===== src/design/npiu_pkg.sv =====
/*
 package for the nested priority interrupt unit: register map, field widths, carriers.
 assumes an APB master with 32-bit data and word-aligned, full-word accesses.
*/
package npiu_pkg;
    // ==========================================================
    // sizes
    localparam int NUM_IRQ = 32;
    localparam int PRIO_W = 2;
    localparam int ID_W = 5;
    localparam int ADDR_W = 12;
    // ==========================================================
    // register offsets (byte addresses)
    localparam logic [11:0] OFS_ENABLE_SET = 12'h000;
    localparam logic [11:0] OFS_ENABLE_CLR = 12'h004;
    localparam logic [11:0] OFS_PENDING_SET = 12'h008;
    localparam logic [11:0] OFS_PENDING_CLR = 12'h00c;
    localparam logic [11:0] OFS_PRIO_BASE = 12'h010;
    localparam logic [11:0] OFS_PRIO_LAST = 12'h02c;
    localparam logic [11:0] OFS_ACTIVE = 12'h030;
    localparam logic [11:0] OFS_ACK = 12'h034;
    localparam logic [11:0] OFS_EVT_STATUS = 12'h038;
    localparam logic [11:0] OFS_EVT_MASK = 12'h03c;
    // priority field: one byte lane per source, value in top bits of the byte
    localparam int PRIO_LANE_W = 8;
    localparam int PRIO_MSB = 7;
    localparam int PRIOS_PER_REG = 4;
    // ack register fields
    localparam int ACK_VALID_BIT = 31;
    // event status bits
    localparam int EVT_W = 2;
    localparam int EVT_NEW_WIN = 0;
    localparam int EVT_PREEMPT = 1;
    localparam logic [31:0] ZERO_WORD = 32'h0000_0000;

    typedef struct packed {
        logic valid;
        logic [ID_W-1:0] id;
        logic [PRIO_W-1:0] prio;
    } npiu_win_t;
endpackage


===== src/design/npiu_arbiter.sv =====
/*
 combinational arbiter: picks the enabled pending source with the best priority.
 assumes lower priority value wins, ties go to the lower source number.
*/
module npiu_arbiter #(
    parameter int N = npiu_pkg::NUM_IRQ
) (
    input wire logic [N-1:0] cand,
    input wire logic [N*npiu_pkg::PRIO_W-1:0] prio,
    output npiu_pkg::npiu_win_t win
);
    // ==========================================================
    // linear scan; strict less-than keeps the lowest index on ties
    always_comb
    begin
        win = '0;
        for (int i = 0; i < N; i++)
        begin
            if (cand[i] && (!win.valid ||
                prio[i*npiu_pkg::PRIO_W +: npiu_pkg::PRIO_W] < win.prio))
            begin
                win.valid = 1'b1;
                win.id = npiu_pkg::ID_W'(i);
                win.prio = prio[i*npiu_pkg::PRIO_W +: npiu_pkg::PRIO_W];
            end
        end
    end
endmodule // npiu_arbiter


===== src/design/npiu_top.sv =====
/*
 nested priority interrupt unit: enables, pending, priorities, arbitration, core request.
 assumes APB master (core) doing full-word accesses and a synchronous ack write per service.
*/
// Our own choices: the placing of the registers and the APB register port.
// Functional notes
// - arbitrate peripheral requests, present winner to core
// - per-source programmable priority drives arbitration
// - registers are 32-bit words, little-endian
// - separate set and clear enable registers
// - pending held until cleared; set/clear pending
// - higher request replaces one under entry
module npiu_top #(
    parameter int N = npiu_pkg::NUM_IRQ
) (
    input wire logic pclk,
    input wire logic presetn,
    input wire logic psel,
    input wire logic penable,
    input wire logic pwrite,
    input wire logic [npiu_pkg::ADDR_W-1:0] paddr,
    input wire logic [31:0] pwdata,
    output logic [31:0] prdata,
    output logic pready,
    output logic pslverr,
    input wire logic [N-1:0] irq_in,
    output logic core_irq_req,
    output logic [npiu_pkg::ID_W-1:0] core_irq_id,
    output logic evt_irq
);
    // ==========================================================
    // pin synchronisers
    logic [N-1:0] sync1_r, sync2_r;
    always_ff @(posedge pclk or negedge presetn)
    begin
        if (!presetn)
        begin
            sync1_r <= '0;
            sync2_r <= '0;
        end
        else
        begin
            sync1_r <= irq_in;
            sync2_r <= sync1_r;
        end
    end

    // ==========================================================
    // state
    logic [N-1:0] en_r, en_nxt, pend_r, pend_nxt, act_r, act_nxt;
    logic [N*npiu_pkg::PRIO_W-1:0] prio_r, prio_nxt;
    logic [npiu_pkg::EVT_W-1:0] est_r, est_nxt, emsk_r, emsk_nxt;
    logic req_r, req_nxt;
    logic [npiu_pkg::ID_W-1:0] id_r, id_nxt;
    logic [31:0] rdata_nxt;
    logic perr_nxt, evt_nxt, rdy_nxt;
    npiu_pkg::npiu_win_t win;

    npiu_arbiter #(.N(N)) u_arb (
        .cand(pend_r & en_r),
        .prio(prio_r),
        .win(win)
    );

    // ==========================================================
    // bus decode helpers
    function automatic logic prio_hit(input logic [npiu_pkg::ADDR_W-1:0] a);
        prio_hit = a >= npiu_pkg::OFS_PRIO_BASE && a <= npiu_pkg::OFS_PRIO_LAST
                   && a[1:0] == 2'b00;
    endfunction

    logic acc, wr, rd, take;
    logic [npiu_pkg::ADDR_W-1:0] pidx;
    assign acc = psel && penable && !pready;
    assign wr = acc && pwrite;
    assign rd = acc && !pwrite;
    // core takes the offered source: ack write with the end-of-service bit low
    assign take = wr && paddr == npiu_pkg::OFS_ACK && !pwdata[npiu_pkg::ACK_VALID_BIT]
                  && req_r;
    assign pidx = (paddr - npiu_pkg::OFS_PRIO_BASE) >> 2;

    // ==========================================================
    // next state
    always_comb
    begin
        en_nxt = en_r;
        pend_nxt = pend_r;
        act_nxt = act_r;
        prio_nxt = prio_r;
        est_nxt = est_r;
        emsk_nxt = emsk_r;
        req_nxt = req_r;
        id_nxt = id_r;
        rdata_nxt = npiu_pkg::ZERO_WORD;
        perr_nxt = 1'b0;
        rdy_nxt = acc; // one wait state: answer on the second access cycle
        if (wr)
        begin
            unique case (paddr)
                npiu_pkg::OFS_ENABLE_SET: en_nxt = en_r | pwdata[N-1:0];
                npiu_pkg::OFS_ENABLE_CLR: en_nxt = en_r & ~pwdata[N-1:0];
                npiu_pkg::OFS_PENDING_SET: pend_nxt = pend_r | pwdata[N-1:0];
                npiu_pkg::OFS_PENDING_CLR: pend_nxt = pend_r & ~pwdata[N-1:0];
                npiu_pkg::OFS_ACK:
                    if (pwdata[npiu_pkg::ACK_VALID_BIT])
                        act_nxt = act_r & ~(N'(1) << pwdata[npiu_pkg::ID_W-1:0]);
                npiu_pkg::OFS_EVT_STATUS: est_nxt = est_r & ~pwdata[npiu_pkg::EVT_W-1:0];
                npiu_pkg::OFS_EVT_MASK: emsk_nxt = pwdata[npiu_pkg::EVT_W-1:0];
                default:
                    if (prio_hit(paddr))
                    begin
                        for (int k = 0; k < npiu_pkg::PRIOS_PER_REG; k++)
                        begin
                            // little-endian: byte k of the word is source 4*idx+k
                            prio_nxt[(pidx*npiu_pkg::PRIOS_PER_REG+k)*npiu_pkg::PRIO_W
                                     +: npiu_pkg::PRIO_W] =
                                pwdata[k*npiu_pkg::PRIO_LANE_W + npiu_pkg::PRIO_MSB
                                       -: npiu_pkg::PRIO_W];
                        end
                    end
                    else
                    begin
                        perr_nxt = 1'b1;
                    end
            endcase
        end
        if (rd)
        begin
            unique case (paddr)
                npiu_pkg::OFS_ENABLE_SET, npiu_pkg::OFS_ENABLE_CLR:
                    rdata_nxt[N-1:0] = en_r;
                npiu_pkg::OFS_PENDING_SET, npiu_pkg::OFS_PENDING_CLR:
                    rdata_nxt[N-1:0] = pend_r;
                npiu_pkg::OFS_ACTIVE: rdata_nxt[N-1:0] = act_r;
                npiu_pkg::OFS_ACK:
                begin
                    rdata_nxt[npiu_pkg::ACK_VALID_BIT] = req_r;
                    rdata_nxt[npiu_pkg::ID_W-1:0] = id_r;
                end
                npiu_pkg::OFS_EVT_STATUS: rdata_nxt[npiu_pkg::EVT_W-1:0] = est_r;
                npiu_pkg::OFS_EVT_MASK: rdata_nxt[npiu_pkg::EVT_W-1:0] = emsk_r;
                default:
                    if (prio_hit(paddr))
                    begin
                        for (int k = 0; k < npiu_pkg::PRIOS_PER_REG; k++)
                        begin
                            rdata_nxt[k*npiu_pkg::PRIO_LANE_W + npiu_pkg::PRIO_MSB
                                      -: npiu_pkg::PRIO_W] =
                                prio_r[(pidx*npiu_pkg::PRIOS_PER_REG+k)*npiu_pkg::PRIO_W
                                       +: npiu_pkg::PRIO_W];
                        end
                    end
                    else
                    begin
                        perr_nxt = 1'b1;
                    end
            endcase
        end
        // ack taken by the core: source becomes active, pending cleared
        if (take)
        begin
            act_nxt[id_r] = 1'b1;
            pend_nxt[id_r] = 1'b0;
            req_nxt = 1'b0;
        end
        // hardware sets after software clears, so a same-cycle edge is not lost
        pend_nxt = pend_nxt | sync2_r;
        // withdraw first, so a worse source still pending can take the freed slot
        if (req_nxt && !(pend_r[id_r] && en_r[id_r]))
            req_nxt = 1'b0; // withdrawn by disable or clear-pending
        // the acked source still sits in pend_r this cycle: offer again one cycle later
        // active bits are informational only and do not gate the offer
        if (win.valid && !take)
        begin
            if (!req_nxt)
            begin
                req_nxt = 1'b1;
                id_nxt = win.id;
                est_nxt[npiu_pkg::EVT_NEW_WIN] = 1'b1;
            end
            else if (win.id != id_r &&
                     win.prio < prio_r[id_r*npiu_pkg::PRIO_W +: npiu_pkg::PRIO_W])
            begin
                id_nxt = win.id; // late arrival overtakes entry in progress
                est_nxt[npiu_pkg::EVT_PREEMPT] = 1'b1;
            end
        end
        evt_nxt = |(est_nxt & emsk_nxt);
    end

    // ==========================================================
    // registers
    always_ff @(posedge pclk or negedge presetn)
    begin
        if (!presetn)
        begin
            en_r <= '0;
            pend_r <= '0;
            act_r <= '0;
            prio_r <= '0;
            est_r <= '0;
            emsk_r <= '0;
            req_r <= 1'b0;
            id_r <= '0;
            prdata <= npiu_pkg::ZERO_WORD;
            pready <= 1'b0;
            pslverr <= 1'b0;
            core_irq_req <= 1'b0;
            core_irq_id <= '0;
            evt_irq <= 1'b0;
        end
        else
        begin
            en_r <= en_nxt;
            pend_r <= pend_nxt;
            act_r <= act_nxt;
            prio_r <= prio_nxt;
            est_r <= est_nxt;
            emsk_r <= emsk_nxt;
            req_r <= req_nxt;
            id_r <= id_nxt;
            prdata <= rdata_nxt;
            pready <= rdy_nxt;
            pslverr <= perr_nxt;
            core_irq_req <= req_nxt;
            core_irq_id <= id_nxt;
            evt_irq <= evt_nxt;
        end
    end
endmodule // npiu_top


===== config.mk =====
export PLATFORM = sky130hd
export DESIGN_NAME = npiu_top
export DESIGN_NICKNAME = d
export VERILOG_FILES = /design/src/design/npiu_pkg.sv /design/src/design/npiu_arbiter.sv /design/src/design/npiu_top.sv
export SDC_FILE = /design/constraint.sdc
export NUM_CORES = 1
export LEC_CHECK = 0
export BUFFER_PORTS_ARGS = -buffer_cell sky130_fd_sc_hd__buf_2
export CAP_MARGIN = 20
export CORE_MARGIN = 1
export CORE_UTILIZATION = 60
export DETAILED_ROUTE_END_ITERATION = 8
export GPL_ROUTABILITY_DRIVEN = 0
export PLACE_DENSITY_LB_ADDON = 0.3
export REMOVE_ABC_BUFFERS = 1
export SLEW_MARGIN = 20
export SYNTH_ARGS = -nofsm -noshare
export SYNTH_HDL_FRONTEND = slang
export SYNTH_SLANG_ARGS = --single-unit

===== constraint.sdc =====
create_clock -name pclk -period 15.2 [get_ports pclk]
set_input_delay 0.76 -clock pclk [delete_from_list [all_inputs] [get_ports pclk]]
set_output_delay 0.76 -clock pclk [all_outputs]
set_load 0.02 [all_outputs]

[Word-level counts from Yosys, hierarchy flattened]
Index checks and enable logic that the tools add are counted.
Word-level totals
  bits of input ports: 81
  bits in registers: 269
Operators by class
  reductions and logical operators: 125
  mux-type cells: 85
  equality and inequality tests: 9
  bitwise operators: 16
  magnitude comparators: 36
  shifts and indexed selects: 14
  add/sub/neg operators: 8
Operator list (number)
  bitwise mux 64 bit: 4
  two-way mux 8 bit: 32
  variable shift 2 x 34 -> 64 bit, first input constant: 4
  indexed part select 2 x 34 -> 64 bit: 4
  two-way mux 32 bit: 7
  indexed part select 64 x 15 -> 2 bit: 3
  bitwise AND 32 bit: 5
  bitwise OR 32 bit: 4
  one-hot mux 32 bit (2 select lines): 2
  negation 32 -> 34 bit: 3
  NOT 32 bit: 3
  < comparator 2 bit: 32
  indexed part select 64 x 14 -> 2 bit: 1
  indexed part select 64 x 7 -> 2 bit: 1
  one-hot mux 6 bit (3 select lines): 3
  equality test 12 x 6 -> 1 bit, second input constant: 4
  logical AND 1 bit: 45
  logical NOT 1 bit: 36
  negation 13 -> 34 bit: 1
  << shifter 1 x 5 -> 32 bit, first input constant: 1
  logical OR 1 bit: 31
  adder 12 x 2 -> 13 bit, second input constant: 2
  equality test 12 x 4 -> 1 bit, second input constant: 2
  one-hot mux 2 bit (4 select lines): 3
  31 further kinds: 60

[Depth between registers and ports, before layout]
Gate-level depths: netlist (run 1).
  word-level depth: 133
  mapped depth: 49
  gate-level depth less buffers: 48

[Modules after synthesis]
From an unflattened synthesis (run 1), not the netlist that was laid out.
Unflattened totals
  cell total of the unflattened synthesis: 1876
  area total of the unflattened synthesis: 17201.5 µm²
By module, submodules not included
  npiu_top: area an instance 13163.9 µm², times used 1, cells an instance 1197
  npiu_arbiter: area an instance 4037.6 µm², times used 1, cells an instance 679

[Least setup slack after synthesis (run 1)]
OpenSTA, ideal clock, no wires.
  path type: register -> register
  from: reg pend_r[0]
  to: reg id_r[1] (netlist bit)
  buffers on the path: 1
  cell stages (with the launch flop): 43
  setup slack: 6468 ps
  arrival time: 8605 ps
  setup time: 128 ps
  period minus slack after synthesis: 8732 ps
  cells stage by stage: dfrtp_1 > nand3_1 > ha_1 > o211ai_2 > o211ai_2 > o21a_1 > buf_4 > and4_4 > o21bai_4 > a2111oi_0 > or3_1 > a211oi_1 > o41ai_2 > a21oi_1 > a32oi_4 > a31oi_2 > a221oi_1 > a21oi_1 > [7 not listed] > a21oi_1 > inv_1 > ha_1 > nor2_1 > nor2_1 > nor2_1 > a21oi_1 > mux2i_1 > ha_1 > nor3_1 > nand2_1 > o21ai_0 > o21ai_0 > ha_1 > a21oi_1 > o31ai_1 > a21oi_1 > mux2_1
Between the ends
  longest elaborated chain between the ends: 130
Ends and longest elaborated chain
  from (decl): line npiu_top.sv:50  | logic [N-1:0] en_r, en_nxt, pend_r, pend_nxt, act_r, act_nxt;
  from (signal assigned): line npiu_top.sv:215  | pend_r <= pend_nxt;
  bitwise AND 32 bit: line npiu_top.sv:60  | .cand(pend_r & en_r),
  two-way mux 8 bit: line npiu_arbiter.sv:19  | if (cand[i] && (!win.valid ||
  < comparator 2 bit / logical NOT 1 bit (equally long branches): line npiu_arbiter.sv:20, npiu_arbiter.sv:19
  logical OR 1 bit: line npiu_arbiter.sv:19
  logical AND 1 bit: line npiu_arbiter.sv:19
  two-way mux 8 bit: line npiu_arbiter.sv:19
  < comparator 2 bit / logical NOT 1 bit (equally long branches): line npiu_arbiter.sv:20, npiu_arbiter.sv:19
  logical OR 1 bit: line npiu_arbiter.sv:19
  [114 not listed]
  < comparator 2 bit / logical NOT 1 bit (equally long branches): line npiu_arbiter.sv:20, npiu_arbiter.sv:19
  logical OR 1 bit: line npiu_arbiter.sv:19
  logical AND 1 bit: line npiu_arbiter.sv:19
  two-way mux 8 bit: line npiu_arbiter.sv:19
  < comparator 2 bit / != test 5 bit (equally long branches): line npiu_top.sv:182, npiu_top.sv:181
  logical AND 1 bit: line npiu_top.sv:181  | else if (win.id != id_r &&
  != test 2 bit (no line)
  AND reduction 2 bit (no line)
  to (signal assigned): line npiu_top.sv:221  | id_r <= id_nxt;
  to (decl): line npiu_top.sv:54  | logic [npiu_pkg::ID_W-1:0] id_r, id_nxt;
Several ways; a longest one is shown, not always the timed one. The select of a mux whose other input is x is not followed.
A chain may end at the register's enable or synchronous reset.

[Worst setup path in the final report (run 1)]
  from: reg pend_r[0]
  to: reg id_r[4] (netlist bit)
The elaborated chain is that of the path after synthesis.

==> flow_metrics.tcl, run 1 <==
set metrics [dict create \
    pre_cts_ws_ps 4990 \
    crit_arrival_ps 11160 \
    numCtsBuffers 28 \
    area_growth_pct 11.6 \
    finalHoldViolCount 0 \
    hold_class "input pin to asynchronous set/reset pin" \
    cts_buffer_depth 3 \
    clk-insertion-delay-late_ps 550 \
    skew_ps 19.4 \
    swShare_pct 22.8 \
    drt_wl_total_um 55300 \
    period_share_pct 70.7 \
    pin_count 122 \
    crit_top_cell "a21oi_1" \
    synthTopCellsByArea "dfrtp_1 (41%), mux4_2 (7.2%), nand2_1 (5.9%)" \
    rsz0062_at_grt "no" \
    drt_first_pass_iters 9 \
    maxCapViolCount 0 \
    tightestPinTransition_ps 1110 \
    maxSlewHeadroom_pct 25.7 \
    ys_ff_latch 269 \
    die_y_um 167 \
    setup_viol_count_final 0 \
    die_area_um2 27900 \
    comb_power_share_pct 5.6 \
    fin_ws_ps 4450 \
    timing.fmax_mhz 93.0 \
    ys.flop_type "dfrtp_1" \
    cts-resized-gates 0 \
    grt_antenna_before_repair 0 \
    clock-root-buffer "clkbuf_16" \
    routedWlPerCell_um 25.4 \
    ant_nets 0 \
    path_max_fanout 8 \
    status "completed" \
    synth_area_um2 16400 \
    htree_levels 1 \
    avgSynthCellArea_um2 9.46 \
    drt_iter0_drc 2615 \
    vias_per_cell 7.36 \
    clkPwrFrac_pct 48.1 \
    netlist-cell-type-count 100 \
    cts_hold_buf 0 \
    crit_path_top_delay_cell "o31ai_1" \
    start_util_pct 60.9 \
    power.density_nw_per_um2 86.7 \
    slew_viol_final 0 \
    clk_pin_slew_worst_paths_ps 60 \
    die_w_um 167 \
    yosys.area_share.simple_pct 17.6 \
    io_buffers 121 \
    overflow 0 \
    tns_ps 0 \
    final_nets 1912 \
    yosysWarnings 0 \
    fill_cells 2009 \
    core_area_um2 26900 \
    synth-xor-area-share_pct 0.696 \
    grt_pass1_wl_um 87000 \
    drcViolationCount 0 \
    finalCriticalPeriod_ps 10750 \
    slowest_delay_ps 560 \
    cts_tree "yes" \
    yosys.area_share.adder_pct 1.53 \
    peakVddDrop_uv 116 \
    rows 60 \
    synth_top_family_by_area "compound AO/OA/AOI/OAI gates" \
    p_leak_nw 7.93 \
    synth_cells 1730 \
    p_seq_share_pct 46.2 \
    internal_power_mw 1.22 \
    synth_edf_count 0 \
    clock_sinks 269 \
    antenna_cells 0 \
    ys_seq_area_share_pct 41.1 \
    grt_pass1_vias 15500 \
    critPathCaptureType "register" \
    critPathKind "register to register" \
    grt_max_degree 128 \
    synth_top_area_cell "dfrtp_1" \
    power.switching_uw 362 \
    start_kind "register" \
    synth-compound-area-share_pct 24.5 \
    num_vias 16000 \
    drive_gt1_share_pct 18.3 \
    muxShareOfSynthArea_pct 11.8 \
    synthArstFlopShare_pct 100 \
    synth_top_area_share_pct 41.1 \
    grt_use_total_pct 39.9 \
    critPathRequiredTime_ps 15620 \
    post_cts_buffers 0 \
    hpwl_um 39400 \
]
cells in the final DEF, fill, tap and decap left out, drive strengths merged, types with 7 or more instances in the layout:
cell type	netlist	layout
nand2b	21	21
a21o	53	53
a222oi	30	30
clkbuf	65	41
a311oi	9	9
nand4	9	9
mux4	52	52
nand2	257	257
and3	23	23
and2	19	19
o21ai	158	158
o21bai	10	10
xnor2	7	7
dfrtp	269	269
mux2i	10	10
inv	36	38
mux2	59	59
o221ai	9	9
o21a	7	7
a211o	10	10
nor3	44	44
a31oi	71	71
or2	14	14
o31ai	14	14
nand3	45	45
a22oi	9	9
nor2	116	116
or3	15	15
a21oi	80	80
o211ai	11	11
nor3b	7	7
o22ai	16	16
ha	16	16
a211oi	14	14
buf	14	134
nor2b	13	13
layout make-up:
type	instances	area [um2]	area share (%)
tap	341	427	2.34
timing repair buffer	134	733	4.01
inverter	38	143	0.781
multi-input combinational	1344	9200	50.4
clock inverter	10	189	1.03
sequential	269	6730	36.9
clock buffer	41	841	4.60
worst paths after layout:
path | startpoint | cells after the start | slack, ps | endpoint
setup / recovery | pend_r[0] | 43 | 4450 | id_r[4]
hold / removal | presetn | 1 | 290 | prdata[21]
setup reg to reg | pend_r[0] | 43 | 4450 | id_r[4]
hold reg to reg | sync1_r[13] | 0 | 340 | sync2_r[13]
max in group asynchronous | presetn | 4 | 12740 | sync2_r[5]
min in group pclk | irq_in[3] | 1 | 310 | sync1_r[3]
power by group through the flow:
stage	registers, mW	clock network, mW	logic, mW
final	0.732	0.762	0.0891
after global routing	0.732	0.790	0.0965
after CTS	0.732	0.763	0.0865
after detailed placement	0.745	0	0.0860
after global placement	0.744	0	0.0843
after floorplan	0.744	0	0.0353
logic make-up (layout without fill, tap and decap cells):
| family | count (synthesis) | after routing |
|---|---|---|
| AND/OR/NAND/NOR | 611 | 611 |
| AO/OA/AOI/OAI | 578 | 578 |
| flip-flops | 269 | 269 |
| multiplexers | 121 | 121 |
| buffers and inverters | 117 | 223 |
| adder cells (fa/ha/maj) | 21 | 21 |
| XOR/XNOR | 13 | 13 |
layer usage:
layer / track usage, % / part of all wire (%)
met1: 52.2 / 36
met2: 60.5 / 44
met3: 10.6 / 14
met4: 22.4 / 6.1
met5: 0 / 0
cell usage after synthesis, types with 11 or more instances:
cell and count:
and2_1 16, buf_1 12, a21o_1 53, or3_1 14, mux4_2 52, nand2b_1 20
and3_1 23, or2_2 11, inv_1 35, mux2_2 55, nor3_1 42, nand2_1 257
a21oi_1 80, ha_1 16, a211oi_1 12, nor2b_1 13, o22ai_1 16, o31ai_1 14
a222oi_1 30, nand3_1 45, a31oi_1 70, o21ai_0 152, dfrtp_1 269, nor2_1 116
clkbuf_1 65
metrics by stage:
| stage | instance area, um2 | hold WS [ps] | total power, mW | std cells | util [%] |
|---|---|---|---|---|---|
| 5_1_grt | 18300 | 311 | 1.62 | 2177 | 68.0 |
| 3_3_place_gp | 17200 | 331 | 0.829 | 2125 | 64.0 |
| 6_report | 18300 | 286 | 1.58 | 2177 | 68.0 |
| 2_1_floorplan | 16100 | 331 | 0.779 | 1651 | - |
| 4_1_cts | 18200 | 312 | 1.58 | 2176 | 67.8 |
| 3_5_place_dp | 17200 | 335 | 0.831 | 2125 | 64.0 |
critical path: cells and delay by family (launching register included):
kind	cells	cell delay (ps)
mux	2	570
flops	1	530
fa+ha+maj	5	1480
buf+inv	1	70
compound gates	24	6340
simple gates	11	1610
No activity file was read; power rests on OpenSTA's default activity.
==> inputs of run 2 (changes only) <==
--- a/config.mk
+++ b/config.mk
@@ -8,7 +8,7 @@
 export BUFFER_PORTS_ARGS = -buffer_cell sky130_fd_sc_hd__buf_2
 export CAP_MARGIN = 20
 export CORE_MARGIN = 1
-export CORE_UTILIZATION = 60
+export CORE_UTILIZATION = 55
 export DETAILED_ROUTE_END_ITERATION = 8
 export GPL_ROUTABILITY_DRIVEN = 0
 export PLACE_DENSITY_LB_ADDON = 0.3
==> constraint.sdc (replaced) <==
create_clock -name pclk -period 9.4 [get_ports pclk]
set_input_delay 0.47 -clock pclk [delete_from_list [all_inputs] [get_ports pclk]]
set_output_delay 0.47 -clock pclk [all_outputs]
set_load 0.02 [all_outputs]
==> run 2 against run 1 <==
Compared with the run above:
- hold slack worse by 280 ps
- via count up 0.50%
- clock-buffer cell count fell by 4
- the flow now finishes with violations (setup timing)
- highest routed layer unchanged
- critical path type unchanged
- die area up 9.0%
- register-to-register slack lost 4500 ps
- wire length is 3.3% higher
- setup slack worse by 4500 ps
- sequential share of layout area decreased by 1.1 points
==> flow_metrics.tcl, run 2 (synthesis gave the netlist of run 1 again) <==
set metrics [dict create \
    drive_gt1_share_pct 22.6 \
    grt_antenna_before_repair 0 \
    place_area_um2 17400 \
    drcViolationCount 0 \
    cts_buffer_depth 3 \
    timing.fmax_mhz 106 \
    pin_count 122 \
    finalCriticalPeriod_ps 9440 \
    vias_per_cell 7.13 \
    fill_cells 2294 \
    p_leak_nw 8.17 \
    htree_levels 1 \
    core_area_um2 29000 \
    ant_nets 0 \
    area_growth_pct 15.1 \
    clk_pin_slew_worst_paths_ps 70 \
    critPathCaptureType "register" \
    clock_sinks 269 \
    hold_class "input pin to asynchronous set/reset pin" \
    slew_viol_final 0 \
    clock-root-buffer "clkbuf_16" \
    path_max_fanout 8 \
    peakVddDrop_uv 167 \
    setup_viol_count_final 4 \
    clk-insertion-delay-late_ps 550 \
    start_kind "register" \
    fin_ws_ps -42.8 \
    io_buffers 121 \
    final_cell_area_um2 18800 \
    numCtsBuffers 29 \
    tightestPinTransition_ps 1250 \
    grt_pass1_wl_um 87300 \
    rows 62 \
    hpwl_um 40500 \
    power.density_nw_per_um2 132 \
    violations "setup timing" \
    drt_first_pass_iters 9 \
    routedWlPerCell_um 25.3 \
    crit_arrival_ps 9870 \
    finalHoldViolCount 0 \
    final_nets 1952 \
    regArea_um2 6740 \
    multiInputGateArea_um2 9520 \
    grt_max_degree 124 \
    status "finished with violations" \
    period_share_pct 100 \
    cp_top_family "compound AO/OA/AOI/OAI gates" \
    critPathKind "register to register" \
    critPathRequiredTime_ps 9830 \
    cts_tree "yes" \
    drt_iter0_drc 2828 \
    worst-path-buf-inv 1 \
    overflow 0 \
    antenna_cells 0 \
    grt_pass1_vias 15300 \
    start_util_pct 56.4 \
    crit_path_top_delay_cell "a22oi_2" \
    drt_wl_total_um 57100 \
    skew_ps 17.8 \
    rsz0062_at_grt "yes" \
    die_w_um 174 \
    layout_commonest_cell "dfrtp_1" \
    slowest_delay_ps 540 \
    postLayoutCoreUtil_pct 64.9 \
    grt_use_total_pct 36.9 \
    layout_common_cells "dfrtp_1 (266), nand2_1 (257), o21ai_0 (148), buf_2 (120), nor2_1 (109)" \
    die_y_um 174 \
    num_vias 16100 \
    crit_top_cell "a21oi_2" \
    maxCapViolCount 0 \
    maxSlewHeadroom_pct 16.2 \
    die_area_um2 30400 \
]
-- run 2: worst register-to-register path: cells and delay by family (launching register included) --
kind            cells  cell delay, ps
compound gates     25            5450
flops               1             400
simple gates       10            1650
fa+ha+maj           4            1130
mux                 2             670
buf+inv             1              70
-- run 2: metal layers --
metal / part of all wire, % / up-vias / GRT usage (%)
met5: 0 / - / 0
met4: 5.9 / 0 / 19.4
met3: 14 / 255 / 8.55
met2: 44 / 1386 / 56.2
met1: 36 / 7632 / 49.2
li1: - / 6834 / -
-- run 2: where the power goes --
part / switching [mW] / internal (mW) / total, mW
sequential: 0.00853 / 1.18 / 1.18
combinational: 0.103 / 0.0426 / 0.145
clock: 0.472 / 0.678 / 1.15
total: 0.584 / 1.90 / 2.48
-- run 2: repair_timing --
item                                    4_1_cts  5_1_grt
pin swaps                                     1       25
gates cloned                                  0        0
resized for setup                             7       60
endpoints found under the setup margin        6        7
hold buffers                                  0        0
setup buffers                                 1       16
-- run 2: final cells by class --
class                   instances  area share (%)
clock inverters                14           0.850
clock buffers                  37            4.22
inverters                      38           0.757
repair buffers                173            5.34
multi-input cells            1344            50.5
flip-flops and latches        269            35.8
well taps                     384            2.55
-- run 2: path summary, 6_finish.rpt --
kind / start / end / slack [ps] / cells after the start
max: register / id_r[1] / -40 / 42
min: presetn / prio_r[33] / 7 / 1
max reg2reg: register / id_r[1] / -40 / 42
min reg2reg: sync1_r[17] / sync2_r[17] / 340 / 0
max in group asynchronous: presetn / pend_r[8] / 7760 / 2
min in group pclk: irq_in[12] / sync1_r[12] / 20 / 1
-- run 2: stage by stage --
step | setup TNS, ps | total power, mW | instances | worst slack, ps | hold WS [ps]
6_report | -162 | 2.48 | 2259 | -42.8 | 7.11
3_5_place_dp | -1660 | 1.34 | 2191 | -379 | 335
3_3_place_gp | 0 | 1.34 | 2191 | 153 | 331
4_1_cts | 0 | 2.48 | 2243 | 31.7 | 16.5
2_1_floorplan | 0 | 1.26 | 1651 | 625 | 174
5_1_grt | -2500 | 2.54 | 2259 | -465 | 13.9
